<file path="src/logic/recr_defs.svh">
// register offsets, field positions and reset values of the rail control bank
`ifndef RECR_DEFS_SVH
`define RECR_DEFS_SVH
`define RECR_IO_BUCK_INDEX      8'h24
`define RECR_PERIPH_BUCK_INDEX  8'h25
`define RECR_LINEAR1_INDEX      8'h26
`define RECR_RAIL_STATE_ADDR    12'h0A0
`define RECR_PIN_STATUS_ADDR    12'h0A4
`define RECR_REG_RESET          8'h00
`define RECR_ON_BIT             0
`define RECR_GATE_LSB           1
`define RECR_SEQ_BIT            3
`define RECR_SW_BIT             4
`define RECR_PRESET_LSB         5
`define RECR_SW_SEQ_BIT         7
`define RECR_L1_SEQ_BIT         7
`define RECR_L1_DISCH_BIT       3
`define RECR_IO_MASK            8'h6F
`define RECR_PERIPH_MASK        8'hFF
`define RECR_LINEAR1_MASK       8'hEF
`endif

</file>
<file path="src/logic/recr_pkg.sv">
// types of the rail control bank
package recr_pkg;
    typedef enum logic [1:0]
    {
        RECR_SEL_SEQ   = 2'b00,
        RECR_SEL_PIN1  = 2'b01,
        RECR_SEL_PIN2  = 2'b10,
        RECR_SEL_PIN13 = 2'b11
    } recr_pin_sel_type;
    typedef enum logic [1:0]
    {
        RECR_RESP_OKAY   = 2'b00,
        RECR_RESP_SLVERR = 2'b10
    } recr_resp_type;
endpackage

</file>
<file path="src/logic/recr_top.sv">
// control register bank of the io buck, peripheral buck and linear regulator 1
`timescale 1ns/1ps
`include "recr_defs.svh"
module recr_top
(
    input  wire logic                  aclk,
    input  wire logic                  aresetn,
    input  wire logic [11:0]           s_axi_awaddr,
    input  wire logic                  s_axi_awvalid,
    output logic                       s_axi_awready,
    input  wire logic [31:0]           s_axi_wdata,
    input  wire logic [3:0]            s_axi_wstrb,
    input  wire logic                  s_axi_wvalid,
    output logic                       s_axi_wready,
    output recr_pkg::recr_resp_type    s_axi_bresp,
    output logic                       s_axi_bvalid,
    input  wire logic                  s_axi_bready,
    input  wire logic [11:0]           s_axi_araddr,
    input  wire logic                  s_axi_arvalid,
    output logic                       s_axi_arready,
    output logic [31:0]                s_axi_rdata,
    output recr_pkg::recr_resp_type    s_axi_rresp,
    output logic                       s_axi_rvalid,
    input  wire logic                  s_axi_rready,
    input  wire logic                  control_pin_one,
    input  wire logic                  control_pin_two,
    input  wire logic                  control_pin_thirteen,
    input  wire logic                  seq_run,
    input  wire logic                  seq_to_active,
    output logic                       io_buck_enable,
    output logic                       io_buck_preset_b,
    output logic                       periph_buck_enable,
    output logic                       periph_buck_preset_b,
    output logic                       periph_load_switch_closed,
    output logic                       linear1_enable,
    output logic                       linear1_preset_b,
    output logic                       linear1_pull_down
);
    import recr_pkg::*;

    ////////////////////////////////////////////////////////////////////////////
    // pin synchronisers
    logic [2:0] pin_meta;
    logic [2:0] pin_sync;
    always_ff @(posedge aclk)
    begin
        if (!aresetn)
        begin
            pin_meta <= 3'h0;
            pin_sync <= 3'h0;
        end
        else
        begin
            pin_meta <= {control_pin_thirteen, control_pin_two, control_pin_one};
            pin_sync <= pin_meta;
        end
    end

    ////////////////////////////////////////////////////////////////////////////
    // registers
    logic [7:0] io_buck_control;
    logic [7:0] peripheral_buck_control;
    logic [7:0] linear_reg1_control;

    logic        aw_held;
    logic        w_held;
    logic [11:0] aw_addr;
    logic [31:0] w_data;
    logic [3:0]  w_strb;

    // one-hot word decode: io, peripheral, linear1, rail state, pin status
    function automatic logic [4:0] decode_addr(input logic [11:0] a);
        logic [11:0] w;
        logic [4:0]  hit;
        w      = {a[11:2], 2'h0};
        hit[0] = (w == {2'h0, `RECR_IO_BUCK_INDEX, 2'h0});
        hit[1] = (w == {2'h0, `RECR_PERIPH_BUCK_INDEX, 2'h0});
        hit[2] = (w == {2'h0, `RECR_LINEAR1_INDEX, 2'h0});
        hit[3] = (w == `RECR_RAIL_STATE_ADDR);
        hit[4] = (w == `RECR_PIN_STATUS_ADDR);
        return hit;
    endfunction

    wire       aw_take  = s_axi_awvalid & s_axi_awready;
    wire       w_take   = s_axi_wvalid & s_axi_wready;
    wire       wr_fire  = aw_held & w_held & ~s_axi_bvalid;
    wire       wr_lane0 = w_strb[0];
    wire [4:0] wr_dec   = decode_addr(aw_addr);
    wire       wr_io    = wr_fire & wr_lane0 & wr_dec[0];
    wire       wr_pb    = wr_fire & wr_lane0 & wr_dec[1];
    wire       wr_l1    = wr_fire & wr_lane0 & wr_dec[2];
    wire       wr_hit   = |wr_dec;

    // write address and data are taken in either order, response after both
    always_ff @(posedge aclk)
    begin
        if (!aresetn)
        begin
            aw_held       <= 1'b0;
            w_held        <= 1'b0;
            aw_addr       <= 12'h000;
            w_data        <= 32'h00000000;
            w_strb        <= 4'h0;
            s_axi_awready <= 1'b0;
            s_axi_wready  <= 1'b0;
            s_axi_bvalid  <= 1'b0;
            s_axi_bresp   <= RECR_RESP_OKAY;
        end
        else
        begin
            s_axi_awready <= ~aw_held & ~aw_take & ~s_axi_bvalid;
            s_axi_wready  <= ~w_held & ~w_take & ~s_axi_bvalid;
            if (aw_take)
            begin
                aw_held <= 1'b1;
                aw_addr <= {s_axi_awaddr[11:2], 2'h0};
            end
            if (w_take)
            begin
                w_held <= 1'b1;
                w_data <= s_axi_wdata;
                w_strb <= s_axi_wstrb;
            end
            if (wr_fire)
            begin
                aw_held      <= 1'b0;
                w_held       <= 1'b0;
                s_axi_bvalid <= 1'b1;
                s_axi_bresp  <= wr_hit ? RECR_RESP_OKAY : RECR_RESP_SLVERR;
            end
            else if (s_axi_bvalid & s_axi_bready)
            begin
                s_axi_bvalid <= 1'b0;
            end
        end
    end

    // only documented bits are stored; reserved bits read zero
    always_ff @(posedge aclk)
    begin
        if (!aresetn)
        begin
            io_buck_control         <= `RECR_REG_RESET;
            peripheral_buck_control <= `RECR_REG_RESET;
            linear_reg1_control     <= `RECR_REG_RESET;
        end
        else
        begin
            if (wr_io)
            begin
                io_buck_control <= w_data[7:0] & `RECR_IO_MASK;
            end
            if (wr_pb)
            begin
                peripheral_buck_control <= w_data[7:0] & `RECR_PERIPH_MASK;
            end
            if (wr_l1)
            begin
                linear_reg1_control <= w_data[7:0] & `RECR_LINEAR1_MASK;
            end
        end
    end

    ////////////////////////////////////////////////////////////////////////////
    // rails
    logic io_on;
    logic io_pb;
    logic pb_on;
    logic pb_pb;
    logic l1_on;
    logic l1_pb;
    logic sw_seq;

    recr_rail_gate u_io
    (
        .aclk          (aclk),
        .aresetn       (aresetn),
        .pins          (pin_sync),
        .seq_run       (seq_run),
        .seq_to_active (seq_to_active),
        .on_bit        (io_buck_control[`RECR_ON_BIT]),
        .seq_target    (io_buck_control[`RECR_SEQ_BIT]),
        .gate_sel      (recr_pin_sel_type'(io_buck_control[`RECR_GATE_LSB +: 2])),
        .preset_sel    (recr_pin_sel_type'(io_buck_control[`RECR_PRESET_LSB +: 2])),
        .rail_on       (io_on),
        .preset_b      (io_pb)
    );

    recr_rail_gate u_pb
    (
        .aclk          (aclk),
        .aresetn       (aresetn),
        .pins          (pin_sync),
        .seq_run       (seq_run),
        .seq_to_active (seq_to_active),
        .on_bit        (peripheral_buck_control[`RECR_ON_BIT]),
        .seq_target    (peripheral_buck_control[`RECR_SEQ_BIT]),
        .gate_sel      (recr_pin_sel_type'(peripheral_buck_control[`RECR_GATE_LSB +: 2])),
        .preset_sel    (recr_pin_sel_type'(peripheral_buck_control[`RECR_PRESET_LSB +: 2])),
        .rail_on       (pb_on),
        .preset_b      (pb_pb)
    );

    recr_rail_gate u_l1
    (
        .aclk          (aclk),
        .aresetn       (aresetn),
        .pins          (pin_sync),
        .seq_run       (seq_run),
        .seq_to_active (seq_to_active),
        .on_bit        (linear_reg1_control[`RECR_ON_BIT]),
        .seq_target    (linear_reg1_control[`RECR_L1_SEQ_BIT]),
        .gate_sel      (recr_pin_sel_type'(linear_reg1_control[`RECR_GATE_LSB +: 2])),
        .preset_sel    (recr_pin_sel_type'(linear_reg1_control[`RECR_PRESET_LSB +: 2])),
        .rail_on       (l1_on),
        .preset_b      (l1_pb)
    );

    // sequencer copy of the load switch target
    always_ff @(posedge aclk)
    begin
        if (!aresetn)
        begin
            sw_seq <= 1'b1;
        end
        else if (seq_run)
        begin
            sw_seq <= seq_to_active | peripheral_buck_control[`RECR_SW_SEQ_BIT];
        end
    end

    wire next_switch = peripheral_buck_control[`RECR_SW_BIT] & sw_seq;
    wire next_pull   = ~linear_reg1_control[`RECR_L1_DISCH_BIT] & ~l1_on;

    always_ff @(posedge aclk)
    begin
        if (!aresetn)
        begin
            io_buck_enable            <= 1'b0;
            io_buck_preset_b          <= 1'b0;
            periph_buck_enable        <= 1'b0;
            periph_buck_preset_b      <= 1'b0;
            periph_load_switch_closed <= 1'b0;
            linear1_enable            <= 1'b0;
            linear1_preset_b          <= 1'b0;
            linear1_pull_down         <= 1'b0;
        end
        else
        begin
            io_buck_enable            <= io_on;
            io_buck_preset_b          <= io_pb;
            periph_buck_enable        <= pb_on;
            periph_buck_preset_b      <= pb_pb;
            periph_load_switch_closed <= next_switch;
            linear1_enable            <= l1_on;
            linear1_preset_b          <= l1_pb;
            linear1_pull_down         <= next_pull;
        end
    end

    ////////////////////////////////////////////////////////////////////////////
    // read channel
    wire [4:0] rd_dec     = decode_addr(s_axi_araddr);
    wire       rd_hit     = |rd_dec;
    wire [7:0] rail_state = {io_buck_enable, periph_buck_enable, periph_load_switch_closed,
                             linear1_enable, linear1_pull_down, linear1_preset_b,
                             periph_buck_preset_b, io_buck_preset_b};
    wire [7:0] rd_byte    = rd_dec[0] ? io_buck_control :
                            rd_dec[1] ? peripheral_buck_control :
                            rd_dec[2] ? linear_reg1_control :
                            rd_dec[3] ? rail_state :
                            rd_dec[4] ? {5'h00, pin_sync} : 8'h00;

    wire ar_take = s_axi_arvalid & s_axi_arready;

    always_ff @(posedge aclk)
    begin
        if (!aresetn)
        begin
            s_axi_arready <= 1'b0;
            s_axi_rvalid  <= 1'b0;
            s_axi_rdata   <= 32'h00000000;
            s_axi_rresp   <= RECR_RESP_OKAY;
        end
        else
        begin
            s_axi_arready <= ~s_axi_rvalid & ~ar_take;
            if (ar_take)
            begin
                s_axi_rvalid <= 1'b1;
                s_axi_rdata  <= {24'h000000, rd_byte};
                s_axi_rresp  <= rd_hit ? RECR_RESP_OKAY : RECR_RESP_SLVERR;
            end
            else if (s_axi_rvalid & s_axi_rready)
            begin
                s_axi_rvalid <= 1'b0;
            end
        end
    end
endmodule

</file>
<file path="src/logic/recr_rail_gate.sv">
// one rail: pin gating of enable and preset selection
`timescale 1ns/1ps
module recr_rail_gate
(
    input  wire logic                       aclk,
    input  wire logic                       aresetn,
    input  wire logic [2:0]                 pins,
    input  wire logic                       seq_run,
    input  wire logic                       seq_to_active,
    input  wire logic                       on_bit,
    input  wire logic                       seq_target,
    input  wire recr_pkg::recr_pin_sel_type gate_sel,
    input  wire recr_pkg::recr_pin_sel_type preset_sel,
    output logic                            rail_on,
    output logic                            preset_b
);
    import recr_pkg::*;

    // picks the pin a select field names
    function automatic logic pick(input recr_pin_sel_type s, input logic [2:0] p);
        logic r;
        r = 1'b0;
        unique case (s)
            RECR_SEL_SEQ:   r = 1'b0;
            RECR_SEL_PIN1:  r = p[0];
            RECR_SEL_PIN2:  r = p[1];
            RECR_SEL_PIN13: r = p[2];
        endcase
        return r;
    endfunction

    logic seq_on;
    logic seq_preset_b;
    wire  gate_pin       = pick(gate_sel, pins);
    wire  preset_pin     = pick(preset_sel, pins);
    wire  gate_by_seq    = (gate_sel == RECR_SEL_SEQ);
    wire  preset_by_seq  = (preset_sel == RECR_SEL_SEQ);
    wire  next_rail_on   = on_bit & (gate_by_seq ? seq_on : gate_pin);
    wire  next_preset_b  = preset_by_seq ? seq_preset_b : ~preset_pin;

    always_ff @(posedge aclk)
    begin
        if (!aresetn)
        begin
            seq_on       <= 1'b1;
            seq_preset_b <= 1'b0;
            rail_on      <= 1'b0;
            preset_b     <= 1'b0;
        end
        else
        begin
            if (seq_run)
            begin
                seq_on       <= seq_to_active | seq_target;
                seq_preset_b <= ~seq_to_active;
            end
            rail_on  <= next_rail_on;
            preset_b <= next_preset_b;
        end
    end
endmodule

</file>
<file path="config.mk">
export PLATFORM = sky130hd
export DESIGN_NAME = recr_top
export DESIGN_NICKNAME = d
export VERILOG_FILES = /design/src/logic/recr_pkg.sv /design/src/logic/recr_top.sv /design/src/logic/recr_rail_gate.sv
export VERILOG_INCLUDE_DIRS = /design/src /design/src/logic
export SDC_FILE = /design/constraint.sdc
export NUM_CORES = 1
export LEC_CHECK = 0
export BUFFER_PORTS_ARGS = -buffer_cell sky130_fd_sc_hd__buf_2
export CAP_MARGIN = 20
export CELL_PAD_IN_SITES_DETAIL_PLACEMENT = 1
export CELL_PAD_IN_SITES_GLOBAL_PLACEMENT = 1
export CORE_UTILIZATION = 37
export CTS_BUF_LIST = sky130_fd_sc_hd__clkbuf_8 sky130_fd_sc_hd__clkbuf_16
export CTS_CLUSTER_SIZE = 16
export DETAILED_ROUTE_END_ITERATION = 16
export HOLD_SLACK_MARGIN = 0.1
export PLACE_DENSITY_LB_ADDON = 0.25
export SLEW_MARGIN = 5
export SYNTH_ARGS = -nofsm -noshare
export SYNTH_HDL_FRONTEND = slang
export SYNTH_SLANG_ARGS = --single-unit
</file>
<file path="constraint.sdc">
create_clock -name aclk -period 1.8 [get_ports aclk]
set_input_delay 0.27 -clock aclk [delete_from_list [all_inputs] [get_ports aclk]]
set_output_delay 0.27 -clock aclk [all_outputs]
set_load 0.02 [all_outputs]
</file>
======== Yosys cells after proc, flatten, opt, wreduce, memory -nomap -nowiden ========
Cells that the tools add are included.
operators by class
  bitwise logic cells ..................... 39
  reduce and logical (&&, ||, !) cells .... 11
  equality and inequality tests ........... 28
  muxes and demuxes ....................... 23
operators by type and width
  kind                                                              count
  10-bit by 6-bit == test with 1-bit output, second input constant  10
  8-bit 2-to-1 mux                                                  4
  2-bit == test, second input constant                              12
  1-bit bitwise AND                                                 21
  1-bit NOT                                                         14
  2-bit by 1-bit == test with 1-bit output, second input constant   6
  2-bit zero test                                                   6
  1-bit one-hot mux with 4 select lines                             3
  1-bit 2-to-1 mux                                                  10
  5-bit OR reduction                                                2
  1-bit one-hot mux with 3 select lines                             3
  2-bit 2-to-1 mux                                                  2
  1-bit OR                                                          4
  2-bit nonzero test                                                2
  3-bit 2-to-1 mux                                                  1
  2-bit OR reduction                                                1
storage, ports and cells
  bits in registers ....................... 84
  bits of input ports ..................... 72

======== Longest topological paths before layout ========
  word-level depth ........................ 6
  depth in mapped cells ................... 6

======== Hierarchy ========
Synthesis repeated with hierarchy kept, for this count alone.
unflattened totals
  cell total of the unflattened synthesis .. 425
  area, all modules ....................... 3762.4 µm²
by module, submodules not included
  module          times used  cells an instance  area an instance (µm²)  seq. area each (µm²)
  recr_top        1           374                3225.6                  1441.4
  recr_rail_gate  3           17                 178.9                   80.1

======== Worst setup path after synthesis ========
No wires, ideal clock.
  path type ............................... register to register
  start point ............................. register s_axi_bvalid
  end point ............................... register peripheral_buck_control[0]
  clock period less this slack ............ 1.472 ns
  stages on the path, launching flop included .. 6
  path slack .............................. 0.328 ns
  data arrival time ....................... 1.401 ns
  setup time .............................. 0.072 ns
  path buffers ............................ 1
  required time ........................... 1.728 ns
  cells stage by stage .................... dfxtp_1 and3b_1 nand4_4 nor3b_2 buf_4 mux2i_1
on the way
  cells in the longest elaborated chain, start to end .. 4
RTL lines
  item                             RTL line         source
  start, declared                  recr_top.sv:16   output logic s_axi_bvalid,
  start signal, assigned           recr_top.sv:106  s_axi_bvalid <= 1'b0;
  start signal, assigned           recr_top.sv:128  s_axi_bvalid <= 1'b1;
  start signal, assigned           recr_top.sv:133  s_axi_bvalid <= 1'b0;
  1-bit NOT                        recr_top.sv:86   wire wr_fire = aw_held & w_held & ~s_axi_bvalid;
  1-bit bitwise AND                recr_top.sv:86
  1-bit bitwise AND (2 in series)  recr_top.sv:90   wire wr_pb = wr_fire & wr_lane0 & wr_dec[1];
  end signal, assigned             recr_top.sv:144  peripheral_buck_control <= `RECR_REG_RESET;
  end signal, assigned             recr_top.sv:155  peripheral_buck_control <= w_data[7:0] & `RECR_PERIPH_MASK;
  end, declared                    recr_top.sv:62   logic [7:0] peripheral_buck_control;
No other way between the ends.
A chain may end at the register's enable or synchronous reset.

======== Worst setup path in the final report ========
  start point ............................. register aw_addr[10]
  end point ............................... register peripheral_buck_control[2]
on the way
  cells in the longest elaborated chain, start to end .. 2
RTL lines
  item                                       RTL line         source
  start, declared                            recr_top.sv:67   logic [11:0] aw_addr;
  start signal, assigned                     recr_top.sv:116  aw_addr <= {s_axi_awaddr[11:2], 2'h0};
  10-bit by 6-bit == test with 1-bit output  recr_top.sv:77   hit[1] = (w == {2'h0, `RECR_PERIPH_BUCK_INDEX, 2'h0});
  1-bit bitwise AND                          recr_top.sv:90
No other way between the ends.

==> summary.md <==
| Metric | Value |
|---|---|
| Synth cell count leaders | 82 x dfxtp_1, 80 x nand2_1, 39 x a21oi_1 |
| Design area | 4200 um2 |
| Max frequency | 610 MHz |
| Cells after DPL | ~590 |
| IR Drop Worst-Case VDD | 0.389 mV |
| Total number of vias | 2997 |
| WP data arrival | approximately 1.9 ns |
| Total GRT Usage | 0.185 |
| Slew Viols, Final | 0 |
| Synth Area in Simple Gates | 0.216 |
| Seq cells post-synth | 82 |
| Crit Path Class | flop to flop |
| Max Buffers Root-to-Sink | 2 |
| WL per Instance | roughly 15 um |
| Avg Cell Area, Syn | roughly 8.9 um2 |
| Antenna violations before repair | 0 |
| Clk sinks | between 80 and 90 |
| Pre-antenna DRT Iters | 4 |
| Fin. Hold Viols | 0 |
| Initial core utilization | 0.387 |
| Main synth FF type | dfxtp_1 |
| First-pass GRT wire length | 14600 um |
| Worst hold path type | input port to flop |
| Final setup TNS | 0 ns |
| Port Buffers | 63 |
| MaxCap Viol Count | 0 |
| Register area share after synthesis | 0.453 |
| Post-DRT Antenna Nets | 0 |
| Critical Path RT | around 2.1 ns |
| Largest net degree at the start of global routing | between 40 and 50 |
| Die width | around 100 um |
| Number of synthesized flops with an enable pin | 0 |
| Yosys top cell area share | 0.453 |
| Crit-path max FO | 9 |
| Slew margin rel. | 0.568 |
| Area Overhead vs Synth | 16.0% |
| Ys Warns | 0 |
| Sw Ratio | 0.250 |
| Endpoints failing setup | 0 |
| Internal Power | approximately 2.8 mW |
| Main combinational cell family by area after synthesis | simple AND/OR/NAND/NOR gates |
| Adder-Cell Fraction of Synth Area | 0 |
| Pre-CTS WS | 0.136 ns |
| Nets | 540 |
| Diode count | 0 |
| GR Overflow Total | 0 |
| Outcome | completed |
| CTS tree | built |
| Psw | roughly 0.93 mW |
| Cell Area, Placed | around 4000 um2 |
| Die Height | 101 um |
| Crit start category | flop |
| Total wire length | 8930 um |
| Htree depth | 3 |
| Detail Placement HPWL | approximately 6600 um |
| Final Skew | around 0.0075 ns |
| DR iter-0 viols | 75 |
| Mux contribution to synthesized area | 0.0656 |
| Fin cells | between 600 and 700 |
| Post-synth top area cell | dfxtp_1 |
| Register share of total power | 0.512 |
| Core area | 9370 um2 |
| RSZ-0062 raised after global routing | no |
| Clock root buffer | clkbuf_8 |
| Async S/R FF share, synth | 0 |
| Worst Tran Pin Value | about 0.65 ns |
| Final setup margin | 0.161 ns |
| Post-route DRC | 0 |
| Clock network power share | 0.394 |
| Final min period | 1.64 ns |
| Synth Area in Compound Gates | 0.170 |
| Latest clock arrival within the worst-skew pair | around 0.35 ns |
| Inserted Clock Buffers | 9 |
| IO Pins | ~120 |
| Power per cell area | a little under 900 nW/um2 |
| Distinct cells, synth | 45 |
| Share of cells above drive strength 1 | 0.226 |
| Post-Synthesis Cell Area | roughly 3600 um2 |
| Post-synthesis xor/xnor area fraction | 0.00484 |
| Total die area | between 10000 and 15000 um2 |
| Area contributors post-synth | dfxtp_1 45%, nand2_1 8.3%, buf_4 5.6%, a21oi_1 5.4%, mux2i_1 4.7% |
| Number of global-route vias before repair | roughly 3000 |
| Vias/cell | about 5.0 |
| Final Power | roughly 3.7 mW |
| Count leader, synth | dfxtp_1 |
| Tcrit/Tclk final | 0.910 |
| Row cnt | 35 |
| Comb pwr share | 0.094 |
| Clock-pin slew on the worst setup and hold paths | roughly 0.09 ns |
| GPL Wtd Cong | a little under 0.8 |
| Leak | ~1.6 nW |
| Post-Syn Instances | between 400 and 500 |
| Worst setup EP type | flop |
metal layers:
metal	track usage	vias to the layer above	share of wire
met3	0.0284	12	0.038
met4	0.0635	0	0.013
met5	0	-	0
met2	0.321	64	0.47
met1	0.234	1441	0.48
li1	-	1480	-
power groups by stage:
stage          Combinational (mW)  Sequential, mW  Clock [mW]
2_1_floorplan               0.267            1.96           0
3_3_place_gp                0.340            1.95           0
3_5_place_dp                0.351            1.95           0
4_1_cts                     0.353            1.91        1.50
5_1_grt                     0.389            1.92        1.57
6_report                    0.350            1.91        1.47
state kept, by name (all words and copies together), names as in the netlist, 3 cells and up:
register	flops
aw_addr	10
peripheral_buck_control	8
s_axi_rdata	8
w_data	8
linear_reg1_control	7
io_buck_control	6
pin_meta	3
pin_sync	3
per-stage QoR:
stage               utilization  hold slack [ns]
global placement          0.424            0.420
detailed placement        0.424            0.428
CTS                       0.447            0.111
finish                    0.448            0.120
floorplan                     -            0.369
global route              0.448            0.114
cell type report:
type	count	area, um2
fillers	1145	5170
multi-input cells	294	1750
flip-flops and latches	82	1640
repair buffers	75	405
well taps	129	161
clock buffers	10	138
clock inverters	6	81.3
inverters	6	22.5
cell families after synthesis:
group                     after synthesis
AOI/OAI and AO/OA                      94
xor gates and xnor gates                2
buffers and inverters                  55
DFF                                    82
muxes                                  20
other                                   1
and+or+nand+nor                       152
worst paths after layout:
path	depth (start not counted)	to	slack [ns]	from
setup / recovery	5	peripheral_buck_control[2]$_SDFFE_PN0P_	0.16	aw_addr[10]$_SDFFE_PN0P_
hold / removal	2	pin_meta[2]$_SDFF_PN0_	0.12	control_pin_thirteen
setup reg to reg	5	peripheral_buck_control[2]$_SDFFE_PN0P_	0.16	aw_addr[10]$_SDFFE_PN0P_
hold reg to reg	1	s_axi_arready$_SDFF_PN0_	0.44	s_axi_rvalid$_SDFFE_PN0P_
critical path: stages, from the launching register on:
cell and delay [ns]:
dfxtp_1 0.34, nor4b_4 0.37, nand4_4 0.22, nor3b_2 0.21, buf_4 0.22, mux2i_1 0.21
what timing repair did:
action,4_1_cts,5_1_grt
gates resized for setup,0,1
hold buffers,0,0
setup buffers,0,1
setup endpoints to repair,0,3
layout by cell type, fill, tap and decap left out, types with 2 or more instances in the layout:
cell type and n:
dfxtp_1 82, nand2_1 80, buf_2 63, a21oi_1 39
conb_1 26, o21ai_0 19, mux2i_1 17, and2_1 15
nor2_1 14, buf_4 12, clkbuf_8 10, a211oi_1 9
nand3_1 9, nor2b_1 8, inv_1 7, a32oi_1 7
nand2b_1 6, nor3_1 4, mux4_2 3, o2bb2ai_1 3
o41ai_1 3, a221oi_1 3, o31ai_2 3, nor3b_2 2
and3_1 2, xnor2_1 2, o22ai_1 2, a211o_1 2
clkinv_2 2, bufinv_16 2
Power figures use the tool's default switching activity.
